===== config.mk =====
export PLATFORM = sky130hd
export DESIGN_NAME = fprl_ramp_limiter
export DESIGN_NICKNAME = d
export VERILOG_FILES = /design/src/rtl/fprl_ramp_limiter.v /design/src/rtl/fprl_slew_step.v
export VERILOG_INCLUDE_DIRS = /design/src /design/src/rtl
export SDC_FILE = /design/constraint.sdc
export NUM_CORES = 1
export LEC_CHECK = 0
export BUFFER_PORTS_ARGS = -buffer_cell sky130_fd_sc_hd__buf_2
export CAP_MARGIN = 10
export CORE_AREA = 2 2 172 216
export CTS_CLUSTER_SIZE = 12
export DETAILED_ROUTE_END_ITERATION = 12
export DIE_AREA = 0 0 174 218
export PLACE_DENSITY_LB_ADDON = 0.15
export SYNTH_ARGS = -nofsm -noshare
export SYNTH_HDL_FRONTEND = slang
export SYNTH_SLANG_ARGS = --single-unit

===== constraint.sdc =====
create_clock -name clk_sys -period 5.3 [get_ports clk_sys]
set_input_delay 0.265 -clock clk_sys [delete_from_list [all_inputs] [get_ports clk_sys]]
set_output_delay 0.265 -clock clk_sys [all_outputs]
set_load 0.02 [all_outputs]

===== src/rtl/fprl_consts.vh =====
// constants for the fan drive ramp limiter: offsets, fields, resets, timing
`ifndef FPRL_CONSTS_VH
`define FPRL_CONSTS_VH

// register indices (printed offsets); byte address is four times the index
`define FPRL_IDX_DUTY_ONE 8'h30
`define FPRL_IDX_DUTY_TWO 8'h31
`define FPRL_IDX_DUTY_THREE 8'h32
`define FPRL_IDX_DRIVE_ONE_STEP_SELECT_FIRST 8'h62
`define FPRL_IDX_DRIVE_ONE_STEP_SELECT_SECOND 8'h63
`define FPRL_IDX_TARGET_ONE 8'h70
`define FPRL_IDX_TARGET_TWO 8'h71
`define FPRL_IDX_TARGET_THREE 8'h72

// field positions
`define FPRL_ONE_SEL_LSB 0
`define FPRL_ONE_EN_BIT 3
`define FPRL_TWO_SEL_LSB 4
`define FPRL_TWO_EN_BIT 7
`define FPRL_THREE_SEL_LSB 0
`define FPRL_THREE_EN_BIT 3

// reset values
`define FPRL_DUTY_RESET 8'hff
`define FPRL_DRIVE_ONE_STEP_SELECT_FIRST_RESET 8'h00
`define FPRL_DRIVE_ONE_STEP_SELECT_SECOND_RESET 8'h00

// timing: full 255-slot swing at one slot per update takes 35 s
`define FPRL_CLK_HZ 125000000
`define FPRL_SWING_MS 35000
`define FPRL_SLOTS 255
// 35 s / 255 updates = 137.25 ms, rounded down to whole cycles; the
// product 35000 * 125000 overflows a 32-bit constant, so it is spelt out
`define FPRL_UPDATE_CYCLES 17156862

`endif


===== src/rtl/fprl_ramp_limiter.v =====
// fan drive ramp limiter: AXI4-Lite registers and three slew channels
// Overview of operation
// RL1 - drive one step from first register bits 2:0
// RL2 - codes map to 1,2,3,5,8,12,24,48 slots
// RL3 - one slot step sweeps full range in 35s
// RL4 - drive two step from second register bits 6:4
// RL5 - keep ramping up while target exceeds previous
// RL6 - three 8-bit duty registers, reset 0xff
// RL7 - limiting only when drive enable bit set
// RL8 - step previous value toward target, store it
// RL9 - duty period is 255 timeslots
// RL10 - drive three step from second register bits 2:0
//
// Added by the designer: the AXI4-Lite interface to the registers.
`timescale 1ns/1ns
`include "fprl_consts.vh"
`default_nettype none
module fprl_ramp_limiter #(
   parameter UPDATE_CYCLES = `FPRL_UPDATE_CYCLES
) (
   input wire clk_sys,
   input wire rst_b,
   input wire [9:0] s_axi_awaddr,
   input wire s_axi_awvalid,
   output wire s_axi_awready,
   input wire [31:0] s_axi_wdata,
   input wire [3:0] s_axi_wstrb,
   input wire s_axi_wvalid,
   output wire s_axi_wready,
   output reg [1:0] s_axi_bresp,
   output reg s_axi_bvalid,
   input wire s_axi_bready,
   input wire [9:0] s_axi_araddr,
   input wire s_axi_arvalid,
   output wire s_axi_arready,
   output reg [31:0] s_axi_rdata,
   output reg [1:0] s_axi_rresp,
   output reg s_axi_rvalid,
   input wire s_axi_rready,
   input wire [23:0] calc_target,
   output reg [2:0] fan_pwm
);
   ///////////////////////////////////////////////////////////////////////////
   // update pacing

   reg [31:0] tick_cnt_reg;
   wire tick;
   // one update per 137 ms so a 1-slot sweep of 255 slots takes 35 s
   assign tick = (tick_cnt_reg == UPDATE_CYCLES - 1); // [RL3]
   always @(posedge clk_sys) begin
      if (!rst_b) begin
         tick_cnt_reg <= 32'h00000000;
      end else if (tick) begin
         tick_cnt_reg <= 32'h00000000;
      end else begin
         tick_cnt_reg <= tick_cnt_reg + 32'h00000001;
      end
   end

   ///////////////////////////////////////////////////////////////////////////
   // AXI4-Lite write side: address and data held until both present

   reg [7:0] drive_one_step_select_first_reg;
   reg [7:0] drive_one_step_select_second_reg;
   reg aw_held_reg;
   reg w_held_reg;
   reg [7:0] aw_idx_reg;
   reg [7:0] wdata_reg;
   reg wstrb0_reg;
   wire wr_fire;
   wire [7:0] wr_idx;
   wire [2:0] duty_wr;

   assign s_axi_awready = !aw_held_reg && !s_axi_bvalid;
   assign s_axi_wready = !w_held_reg && !s_axi_bvalid;
   assign wr_fire = aw_held_reg && w_held_reg && !s_axi_bvalid;
   assign wr_idx = aw_idx_reg;

   // capture each channel independently; respond once both are held
   always @(posedge clk_sys) begin
      if (!rst_b) begin
         aw_held_reg <= 1'b0;
         w_held_reg <= 1'b0;
         aw_idx_reg <= 8'h00;
         wdata_reg <= 8'h00;
         wstrb0_reg <= 1'b0;
         s_axi_bvalid <= 1'b0;
         s_axi_bresp <= 2'h0;
      end else begin
         if (s_axi_awvalid && s_axi_awready) begin
            aw_held_reg <= 1'b1;
            aw_idx_reg <= s_axi_awaddr[9:2];
         end
         if (s_axi_wvalid && s_axi_wready) begin
            w_held_reg <= 1'b1;
            wdata_reg <= s_axi_wdata[7:0];
            wstrb0_reg <= s_axi_wstrb[0];
         end
         if (wr_fire) begin
            aw_held_reg <= 1'b0;
            w_held_reg <= 1'b0;
            s_axi_bvalid <= 1'b1;
            // unmapped offsets answer with a slave error
            case (wr_idx)
               `FPRL_IDX_DUTY_ONE, `FPRL_IDX_DUTY_TWO,
               `FPRL_IDX_DUTY_THREE, `FPRL_IDX_DRIVE_ONE_STEP_SELECT_FIRST,
               `FPRL_IDX_DRIVE_ONE_STEP_SELECT_SECOND: s_axi_bresp <= 2'h0;
               default: s_axi_bresp <= 2'h2;
            endcase
         end else if (s_axi_bvalid && s_axi_bready) begin
            s_axi_bvalid <= 1'b0;
         end
      end
   end

   // configuration registers; only byte lane 0 carries data
   always @(posedge clk_sys) begin
      if (!rst_b) begin
         drive_one_step_select_first_reg <= `FPRL_DRIVE_ONE_STEP_SELECT_FIRST_RESET;
         drive_one_step_select_second_reg <= `FPRL_DRIVE_ONE_STEP_SELECT_SECOND_RESET;
      end else if (wr_fire && wstrb0_reg) begin
         if (wr_idx == `FPRL_IDX_DRIVE_ONE_STEP_SELECT_FIRST) begin
            drive_one_step_select_first_reg <= wdata_reg;
         end
         if (wr_idx == `FPRL_IDX_DRIVE_ONE_STEP_SELECT_SECOND) begin
            drive_one_step_select_second_reg <= wdata_reg;
         end
      end
   end

   ///////////////////////////////////////////////////////////////////////////
   // the three slew channels

   wire [2:0] chan_en;
   wire [8:0] chan_sel;
   wire [23:0] duty_all;

   assign chan_en[0] = drive_one_step_select_first_reg[`FPRL_ONE_EN_BIT]; // [RL7]
   assign chan_en[1] = drive_one_step_select_second_reg[`FPRL_TWO_EN_BIT]; // [RL7]
   assign chan_en[2] = drive_one_step_select_second_reg[`FPRL_THREE_EN_BIT]; // [RL7]
   assign chan_sel[2:0] =
      drive_one_step_select_first_reg[`FPRL_ONE_SEL_LSB+2:`FPRL_ONE_SEL_LSB]; // [RL1]
   assign chan_sel[5:3] =
      drive_one_step_select_second_reg[`FPRL_TWO_SEL_LSB+2:`FPRL_TWO_SEL_LSB]; // [RL4]
   assign chan_sel[8:6] =
      drive_one_step_select_second_reg[`FPRL_THREE_SEL_LSB+2:`FPRL_THREE_SEL_LSB]; // [RL10]

   genvar gi;
   generate
      for (gi = 0; gi < 3; gi = gi + 1) begin : g_chan
         assign duty_wr[gi] = wr_fire && wstrb0_reg &&
            (wr_idx == `FPRL_IDX_DUTY_ONE + gi);
         fprl_slew_step u_step (
            .clk_sys(clk_sys),
            .rst_b(rst_b),
            .tick(tick),
            .enable(chan_en[gi]),
            .step_sel(chan_sel[3*gi+2:3*gi]),
            .target(calc_target[8*gi+7:8*gi]),
            .sw_wr(duty_wr[gi]),
            .sw_data(wdata_reg),
            .duty_reg(duty_all[8*gi+7:8*gi])
         );
      end
   endgenerate

   ///////////////////////////////////////////////////////////////////////////
   // pwm outputs: 255 timeslots per period

   reg [7:0] slot_reg;
   integer k;
   always @(posedge clk_sys) begin
      if (!rst_b) begin
         slot_reg <= 8'h00;
         fan_pwm <= 3'h0;
      end else begin
         // slot counts 0..254 so duty 0xff is always high
         slot_reg <= (slot_reg == 8'hfe) ? 8'h00 : slot_reg + 8'h01; // [RL9]
         for (k = 0; k < 3; k = k + 1) begin
            fan_pwm[k] <= (slot_reg < duty_all[8*k+:8]); // [RL9]
         end
      end
   end

   ///////////////////////////////////////////////////////////////////////////
   // AXI4-Lite read side

   assign s_axi_arready = !s_axi_rvalid;
   wire [7:0] rd_idx;
   assign rd_idx = s_axi_araddr[9:2];

   // read data registered; reads carry no side effects
   always @(posedge clk_sys) begin
      if (!rst_b) begin
         s_axi_rvalid <= 1'b0;
         s_axi_rdata <= 32'h00000000;
         s_axi_rresp <= 2'h0;
      end else if (s_axi_arvalid && s_axi_arready) begin
         s_axi_rvalid <= 1'b1;
         s_axi_rresp <= 2'h0;
         case (rd_idx)
            `FPRL_IDX_DUTY_ONE: s_axi_rdata <= {24'h000000, duty_all[7:0]};
            `FPRL_IDX_DUTY_TWO: s_axi_rdata <= {24'h000000, duty_all[15:8]};
            `FPRL_IDX_DUTY_THREE:
               s_axi_rdata <= {24'h000000, duty_all[23:16]};
            `FPRL_IDX_DRIVE_ONE_STEP_SELECT_FIRST: s_axi_rdata <= {24'h000000, drive_one_step_select_first_reg};
            `FPRL_IDX_DRIVE_ONE_STEP_SELECT_SECOND:
               s_axi_rdata <= {24'h000000, drive_one_step_select_second_reg};
            `FPRL_IDX_TARGET_ONE:
               s_axi_rdata <= {24'h000000, calc_target[7:0]};
            `FPRL_IDX_TARGET_TWO:
               s_axi_rdata <= {24'h000000, calc_target[15:8]};
            `FPRL_IDX_TARGET_THREE:
               s_axi_rdata <= {24'h000000, calc_target[23:16]};
            default: begin
               s_axi_rdata <= 32'h00000000;
               s_axi_rresp <= 2'h2;
            end
         endcase
      end else if (s_axi_rvalid && s_axi_rready) begin
         s_axi_rvalid <= 1'b0;
      end
   end
endmodule // fprl_ramp_limiter
`default_nettype wire


===== src/rtl/fprl_slew_step.v =====
// one ramp-limited duty channel: step decode and increment/decrement
`timescale 1ns/1ns
`include "fprl_consts.vh"
`default_nettype none
module fprl_slew_step (
   input wire clk_sys,
   input wire rst_b,
   input wire tick,
   input wire enable,
   input wire [2:0] step_sel,
   input wire [7:0] target,
   input wire sw_wr,
   input wire [7:0] sw_data,
   output reg [7:0] duty_reg
);
   reg [7:0] step;
   reg [8:0] duty_next;
   reg [8:0] sum;

   // step size decode: 1,2,3,5,8,12,24,48 slots
   always @* begin // [RL2]
      case (step_sel)
         3'h0: step = 8'h01;
         3'h1: step = 8'h02;
         3'h2: step = 8'h03;
         3'h3: step = 8'h05;
         3'h4: step = 8'h08;
         3'h5: step = 8'h0c;
         3'h6: step = 8'h18;
         default: step = 8'h30;
      endcase
   end

   // move toward target, clamped so a big step never overshoots
   always @* begin
      sum = 9'h000;
      duty_next = {1'b0, duty_reg};
      if (!enable) begin
         duty_next = {1'b0, target}; // unlimited when ramping off
      end else if (target > duty_reg) begin // [RL5] [RL8]
         sum = {1'b0, duty_reg} + {1'b0, step};
         duty_next = (sum > {1'b0, target}) ? {1'b0, target} : sum;
      end else if (target < duty_reg) begin // [RL8]
         duty_next = (duty_reg - target < step) ? {1'b0, target} :
            {1'b0, duty_reg - step};
      end
   end

   // software write wins over the update so a written value is kept
   always @(posedge clk_sys) begin
      if (!rst_b) begin
         duty_reg <= `FPRL_DUTY_RESET; // [RL6]
      end else if (sw_wr) begin
         duty_reg <= sw_data; // [RL6]
      end else if (tick) begin
         duty_reg <= duty_next[7:0]; // [RL8] [RL9]
      end
   end
endmodule // fprl_slew_step
`default_nettype wire


==> results of run 1 <==
## metal layers
| layer | GRT usage (%) | vias to the layer above |
|---|---|---|
| li1 | - | 4764 |
| met1 | 20.4 | 4587 |
| met2 | 35.9 | 184 |
| met3 | 2.25 | 50 |
| met4 | 6.64 | 0 |
| met5 | 0 | - |
## path summary, 6_finish.rpt
| check | end | cells past startpoint | slack [ns] |
|---|---|---|---|
| worst min-delay path | s_axi_rvalid | 2 | 0.02 |
| worst max-delay path | g_chan[0].u_step.duty_reg[0] | 18 | 0.64 |
| worst min register to register | aw_idx_reg[2] | 2 | 0.46 |
| worst max register to register | g_chan[0].u_step.duty_reg[0] | 18 | 0.64 |
## power by group through the flow
| stage | Combinational (mW) | Clock [mW] | Sequential, mW |
|---|---|---|---|
| finish | 0.319 | 1.29 | 0.912 |
| global route | 0.354 | 1.34 | 0.914 |
| CTS | 0.321 | 1.31 | 0.911 |
| detailed placement | 0.320 | 0 | 0.930 |
| global placement | 0.318 | 0 | 0.930 |
| floorplan | 0.221 | 0 | 0.923 |
## cell type report
cell class	count	area, µm²	share of cell area, %
Tap cell	480	601	5.14
Inverter	99	372	3.18
Sequential cell	114	2280	19.5
Multi-Input combinational cell	1055	7360	63.0
Clock inverter	15	218	1.86
Clock buffer	17	425	3.64
Timing Repair Buffer	81	425	3.64
## metrics by stage
step | setup WS (ns) | cells | hold WS, ns | cell area, µm²
floorplan | 1.29 | 1335 | 0.364 | 10400
global placement | 0.720 | 1829 | 0.447 | 11000
detailed placement | 0.674 | 1829 | 0.447 | 11000
CTS | 0.651 | 1861 | 0.00710 | 11700
global route | 0.229 | 1861 | 0.0142 | 11700
finish | 0.638 | 1861 | 0.0198 | 11700
## logic make-up after synthesis
group / after synthesis
simple gates: 452
compound gates: 338
buf+inv: 166
fa+ha+maj: 133
flops: 114
xor+xnor: 78
mux: 28
other cells: 1
## layout by cell type, fill, tap and decap left out, types with 7 or more instances in the layout
cell type and count:
a21o_1 32, a21oi_1 100, a221o_1 21, a221oi_1 29, and2_1 14, and3_1 13
buf_2 73, buf_4 8, clkbuf_16 17, conb_1 26, dfxtp_1 114, fa_1 9
ha_1 124, inv_1 98, inv_6 8, mux2i_1 27, nand2_1 119, nand2b_1 17
nand3_1 44, nand4_1 19, nor2_1 133, nor2b_1 24, nor3_1 12, nor4_1 10
o211ai_1 8, o21ai_0 67, or3_1 7, xnor2_1 30, xor2_1 48
==> flow_metrics.tcl, run 1 <==
set metrics [dict create \
    p_int_mw 1.79 \
    yosys-mux-area-fraction_pct 2.73 \
    synth_top_family_by_area "compound AO/OA/AOI/OAI gates" \
    yosysWarningCount 0 \
    r2r_start "drive_one_step_select_first_reg[0]" \
    postLayoutCoreUtil_pct 32.5 \
    crit_type "flop to flop" \
    synth.top_cells.by_count "133 x nor2_1, 124 x ha_1, 119 x nand2_1, 114 x dfxtp_1, 100 x a21oi_1" \
    synth_cells 1310 \
    cts_max_path_buffers 2 \
    critical_path_arrival_ns 5.04 \
    drc_errors 0 \
    syn_to_final_growth_pct 13.5 \
    drive_gt1_share_pct 9.63 \
    highest_layer "met4" \
    switchingPower_uw 722 \
    fin_worst_skew_ns 0.00893 \
    wl_met1_um 14400 \
    synth_compound_area_share_pct 22.6 \
    async_reset_ff_share_pct 0 \
    die_w_um 174 \
    hold_viol_final 0 \
    crit_start "drive_one_step_select_first_reg[0]" \
    ys_seq_area_share_pct 22.2 \
    htree_levels 4 \
    grt_pass1_wl_um 53700 \
    start_util_pct 28.7 \
    irDropWorstVdd_mv 0.219 \
    row_count 78 \
    via_count 9585 \
    drt_pre_antenna_iters 5 \
    yosys.area_share.adder_pct 16.8 \
    worstSetupStartpointType "flop" \
    insertion_delay_ns 0.43 \
    synth.distinct_cells 86 \
    synth_edf_count 0 \
    dieArea_mm2 0.0379 \
    syn_area_per_cell_um2 7.86 \
    antenna_found_initial 0 \
    die_h_um 218 \
    drt_iter0_markers 505 \
    yosys_register_bits 114 \
    crit_fanout 7 \
    ctsHoldBuffers 0 \
    relSlewSlack_pct 24.2 \
    rsz0062_at_grt "no" \
    design.portCount 131 \
    yosys.area_share.simple_pct 21.7 \
    place_hpwl_um 28600 \
    cp_top_family "compound AO/OA/AOI/OAI gates" \
    ant_nets 0 \
    finalMaxSlewViolations 0 \
    path_cells "nor2b_1 > nor2_1 > ha_1 > fa_1 > nor2b_1 > o311ai_1 > a21oi_1 > nor2_1 > xnor2_1 > ha_1 > a21oi_1 > o21ai_0 > a221o_1 > a211oi_4 > and2_1 > a31oi_1 > or4_1 > nand3_1" \
    finalNetCount 1588 \
    clk_pin_slew_ns 0.06 \
    syn-cell-area_mm2 0.0103 \
    drt-total-wl_um 35300 \
    post_drt_wl_per_cell_um 19.0 \
    p_sw_share_pct 28.7 \
    end_kind "flop" \
    p_per_area_mw_per_mm2 215 \
    largest_register_ffs 32 \
    track_usage_pct 18.5 \
    synth_top_area_cell "dfxtp_1" \
    outcome "complete, no violations" \
    grt_pass1_vias 9351 \
    p_leak_nw 5.20 \
    holdCritStartpoint "s_axi_rready" \
    place_congestion 0.857 \
    p_clk_share_pct 51.1 \
    synth_xor_xnor_area_share_pct 6.64 \
    fin_crit_ns 4.66 \
    worst_slew_pin_slew_ns 1.13 \
    synth.most_common_cell "nor2_1" \
    synthFlopType "dfxtp_1" \
    finalSetupViolCount 0 \
    cts_tree "built" \
    synth_top_area_share_pct 22.2 \
    grt_overflow 0 \
    p_comb_share_pct 12.7 \
    wl_met3_um 941 \
    timing.final.crit_share_pct 88.0 \
    min_path_type "input pin to flop" \
    ys_top_cells_by_area "dfxtp_1 22%, ha_1 15%, a21oi_1 4.9%" \
    nFillCells 3935 \
    ctsRootBufferMaster "clkbuf_16" \
    total_power_mw 2.52 \
    drv_cap 0 \
    crit_required_ns 5.68 \
    vias_per_cell 5.15 \
    core_area_mm2 0.0359 \
    fmax_mhz 214 \
    fin_setup_tns_ns 0 \
    cts_resized 0 \
    diodes 0 \
    cts_setup_buffers 0 \
    clock_sinks 114 \
    power_frac_seq_pct 36.2 \
    worst-path-buf-inv 0 \
    grt_max_degree 48 \
    portBuffers 73 \
    slowest_stage "dfxtp_1" \
    worst_path_largest_cell_delay_ns 0.50 \
    cts-buffers-inserted 17 \
    wl_met2_um 19000 \
]
(Power assumes the default switching activity.)
==> run 2, diff against run 1 <==
--- a/config.mk
+++ b/config.mk
@@ -6,13 +6,15 @@
 export SDC_FILE = /design/constraint.sdc
 export NUM_CORES = 1
 export LEC_CHECK = 0
+export ABC_AREA = 1
 export BUFFER_PORTS_ARGS = -buffer_cell sky130_fd_sc_hd__buf_2
 export CAP_MARGIN = 10
-export CORE_AREA = 2 2 172 216
+export CORE_AREA = 2 2 176 221
 export CTS_CLUSTER_SIZE = 12
 export DETAILED_ROUTE_END_ITERATION = 12
-export DIE_AREA = 0 0 174 218
+export DIE_AREA = 0 0 178 223
 export PLACE_DENSITY_LB_ADDON = 0.15
+export SKIP_CTS_REPAIR_TIMING = 1
 export SYNTH_ARGS = -nofsm -noshare
 export SYNTH_HDL_FRONTEND = slang
 export SYNTH_SLANG_ARGS = --single-unit
==> flow_metrics.tcl, run 2 <==
set metrics [dict create \
    placed_area_mm2 0.0116 \
    finalMaxSlewViolations 0 \
    insertion_delay_ns 0.44 \
    r2r_end "g_chan[1].u_step.duty_reg[2]" \
    reg2reg_depth 23 \
    start_util_pct 28.6 \
    p_leak_nw 5.76 \
    post_drt_wl_per_cell_um 16.4 \
    cts-buffers-inserted 17 \
    portBuffers 73 \
    outcome "complete, no violations" \
    grt_pass1_wl_um 57400 \
    r2r_start "drive_one_step_select_second_reg[5]" \
    grt_overflow 0 \
    clock_sinks 114 \
    syn_to_final_growth_pct 12.7 \
    mostFrequentLayoutCells "421 x nand2_1, 245 x inv_1, 160 x a21oi_1" \
    dieArea_mm2 0.0397 \
    synth.top_cells.by_count "421 x nand2_1, 245 x inv_1, 160 x a21oi_1, 124 x ha_1, 123 x nor2_1" \
    r2r_setup_slack_ns 1.33 \
    drc_errors 0 \
    pre_cts_ws_ns 1.34 \
    postLayoutCoreUtil_pct 32.3 \
    min_path_type "input pin to flop" \
    synth_cells 1683 \
    yosysWarningCount 0 \
    drt-total-wl_um 36800 \
    synth.most_common_cell "nand2_1" \
    core_area_mm2 0.0377 \
    p_per_area_mw_per_mm2 204 \
    ctsRootBufferMaster "clkbuf_16" \
    drt_iter0_markers 589 \
    antenna_found_initial 0 \
    vias_per_cell 4.82 \
    setup_ws_ns 1.33 \
    finalNetCount 1963 \
    synthFlopType "dfxtp_1" \
    cp-endpoint "g_chan[1].u_step.duty_reg[2]" \
    grt_pass1_vias 10500 \
    irDropWorstVdd_mv 0.241 \
    end_kind "flop" \
    synth_top_area_share_pct 21.1 \
    place_congestion 0.897 \
    via_count 10800 \
    synth_edf_count 0 \
    clk_pin_slew_ns 0.06 \
    die_w_um 178 \
    timing.final.crit_share_pct 75.0 \
    fin_worst_skew_ns 0.00952 \
    holdCritStartpoint "s_axi_awaddr[7]" \
    rsz0062_at_grt "no" \
    fin_crit_ns 3.97 \
    syn-cell-area_mm2 0.0108 \
    fin_setup_tns_ns 0 \
    nFillCells 4165 \
    drt_pre_antenna_iters 5 \
    worstSetupStartpointType "flop" \
    syn_area_per_cell_um2 6.42 \
    diodes 0 \
    ant_nets 0 \
    stdcell_area_mm2 0.0122 \
    die_h_um 223 \
    relSlewSlack_pct 26.0 \
    layout_commonest_cell "nand2_1" \
    fmax_mhz 252 \
    crit_fanout 6 \
    crit_type "flop to flop" \
    crit_required_ns 5.63 \
    critical_path_arrival_ns 4.30 \
    grt_max_degree 52 \
    holdWs_ns 0.0834 \
    largest_register_ffs 32 \
    drive_gt1_share_pct 8.09 \
    crit_start "drive_one_step_select_second_reg[5]" \
    design.portCount 131 \
    async_reset_ff_share_pct 0 \
    track_usage_pct 18.9 \
    finalSetupViolCount 0 \
    ys_seq_area_share_pct 21.1 \
    place_hpwl_um 30200 \
    yosys_register_bits 114 \
    worst_slew_pin_slew_ns 1.10 \
    cts_max_path_buffers 2 \
    htree_levels 4 \
    synth.distinct_cells 54 \
    synth_top_area_cell "dfxtp_1" \
    hold_viol_final 0 \
    drv_cap 0 \
    cts_tree "built" \
    ys_top_cells_by_area "dfxtp_1 21%, nand2_1 15%, ha_1 14%" \
    row_count 80 \
]
## run 2: cell types whose count changed in the layout (fill, tap and decap cells not counted), sizes merged, moves of 21 or more
| cell | delta |
|---|---|
| xnor2 | -21 |
| inv | +147 |
| nor2b | -24 |
| a221oi | -29 |
| mux2i | -27 |
| nand3 | +48 |
| nand2 | +303 |
| nand4 | +25 |
| a221o | -21 |
| a21o | -32 |
| a21oi | +62 |
## run 2: area by class of cell
type                    instances  area [µm²]  area share (%)
repair buffers                 74         373            3.06
flip-flops and latches        114        2280            18.7
clock buffers                  19         453            3.72
clock inverters                13         174            1.43
multi-input cells            1279        7320            60.1
well taps                     492         616            5.05
inverters                     257         965            7.92
## run 2: cell families after synthesis
group           Yosys count  share of synthesized area [%]
other cells               1                         0.0347
fa+ha+maj               133                           16.0
xor+xnor                 43                           3.48
flops                   114                           21.1
buf+inv                 315                           12.0
simple gates            751                           30.3
compound gates          326                           17.0
## run 2: worst min path at each step
stage | endpoint | cells past startpoint | slack [ns]
finish | aw_idx_reg[5] | 3 | 0.08
detailed placement | s_axi_bresp[1] | 2 | 0.46
CTS | aw_idx_reg[5] | 3 | 0.07
global placement | tick_cnt_reg[0] | 1 | 0.45
floorplan | wstrb0_reg | 2 | 0.42
global route | aw_idx_reg[5] | 3 | 0.1
## run 2: per-layer routing
layer | up-vias | track usage (%) | wire, µm
met1 | 4945 | 22.5 | 15800
met2 | 207 | 34.8 | 19000
li1 | 5648 | - | -
met3 | 45 | 2.30 | 1240
met5 | - | 0 | 0
met4 | 0 | 5.74 | 833
## run 2: worst max-delay path, cell delays in order (launching register included)
cell and delay (ns):
dfxtp_1 0.38, inv_1 0.07, nand2_1 0.11, inv_1 0.06, o21ai_0 0.41, inv_1 0.20, fa_1 0.50, a31oi_1 0.20
xor2_1 0.16, inv_1 0.07, ha_1 0.29, nand3_1 0.07, nor2_1 0.15, nand4_1 0.12, nand2_1 0.12, nand2_1 0.16
nor2_2 0.27, inv_1 0.06, nand2_1 0.07, nand2_1 0.10, nand2_1 0.10, nand2_1 0.06, nand2_1 0.09, nand2_1 0.05
## run 2: power by group
part,switching (mW),internal (mW)
clock network,0.458,0.771
registers,0.0141,0.879
logic,0.248,0.110
## run 2: per-stage QoR
step	power, mW	instances
after floorplan	1.16	1708
after global placement	1.27	2216
after detailed placement	1.27	2216
after CTS	2.51	2248
after global routing	2.59	2248
final	2.48	2248
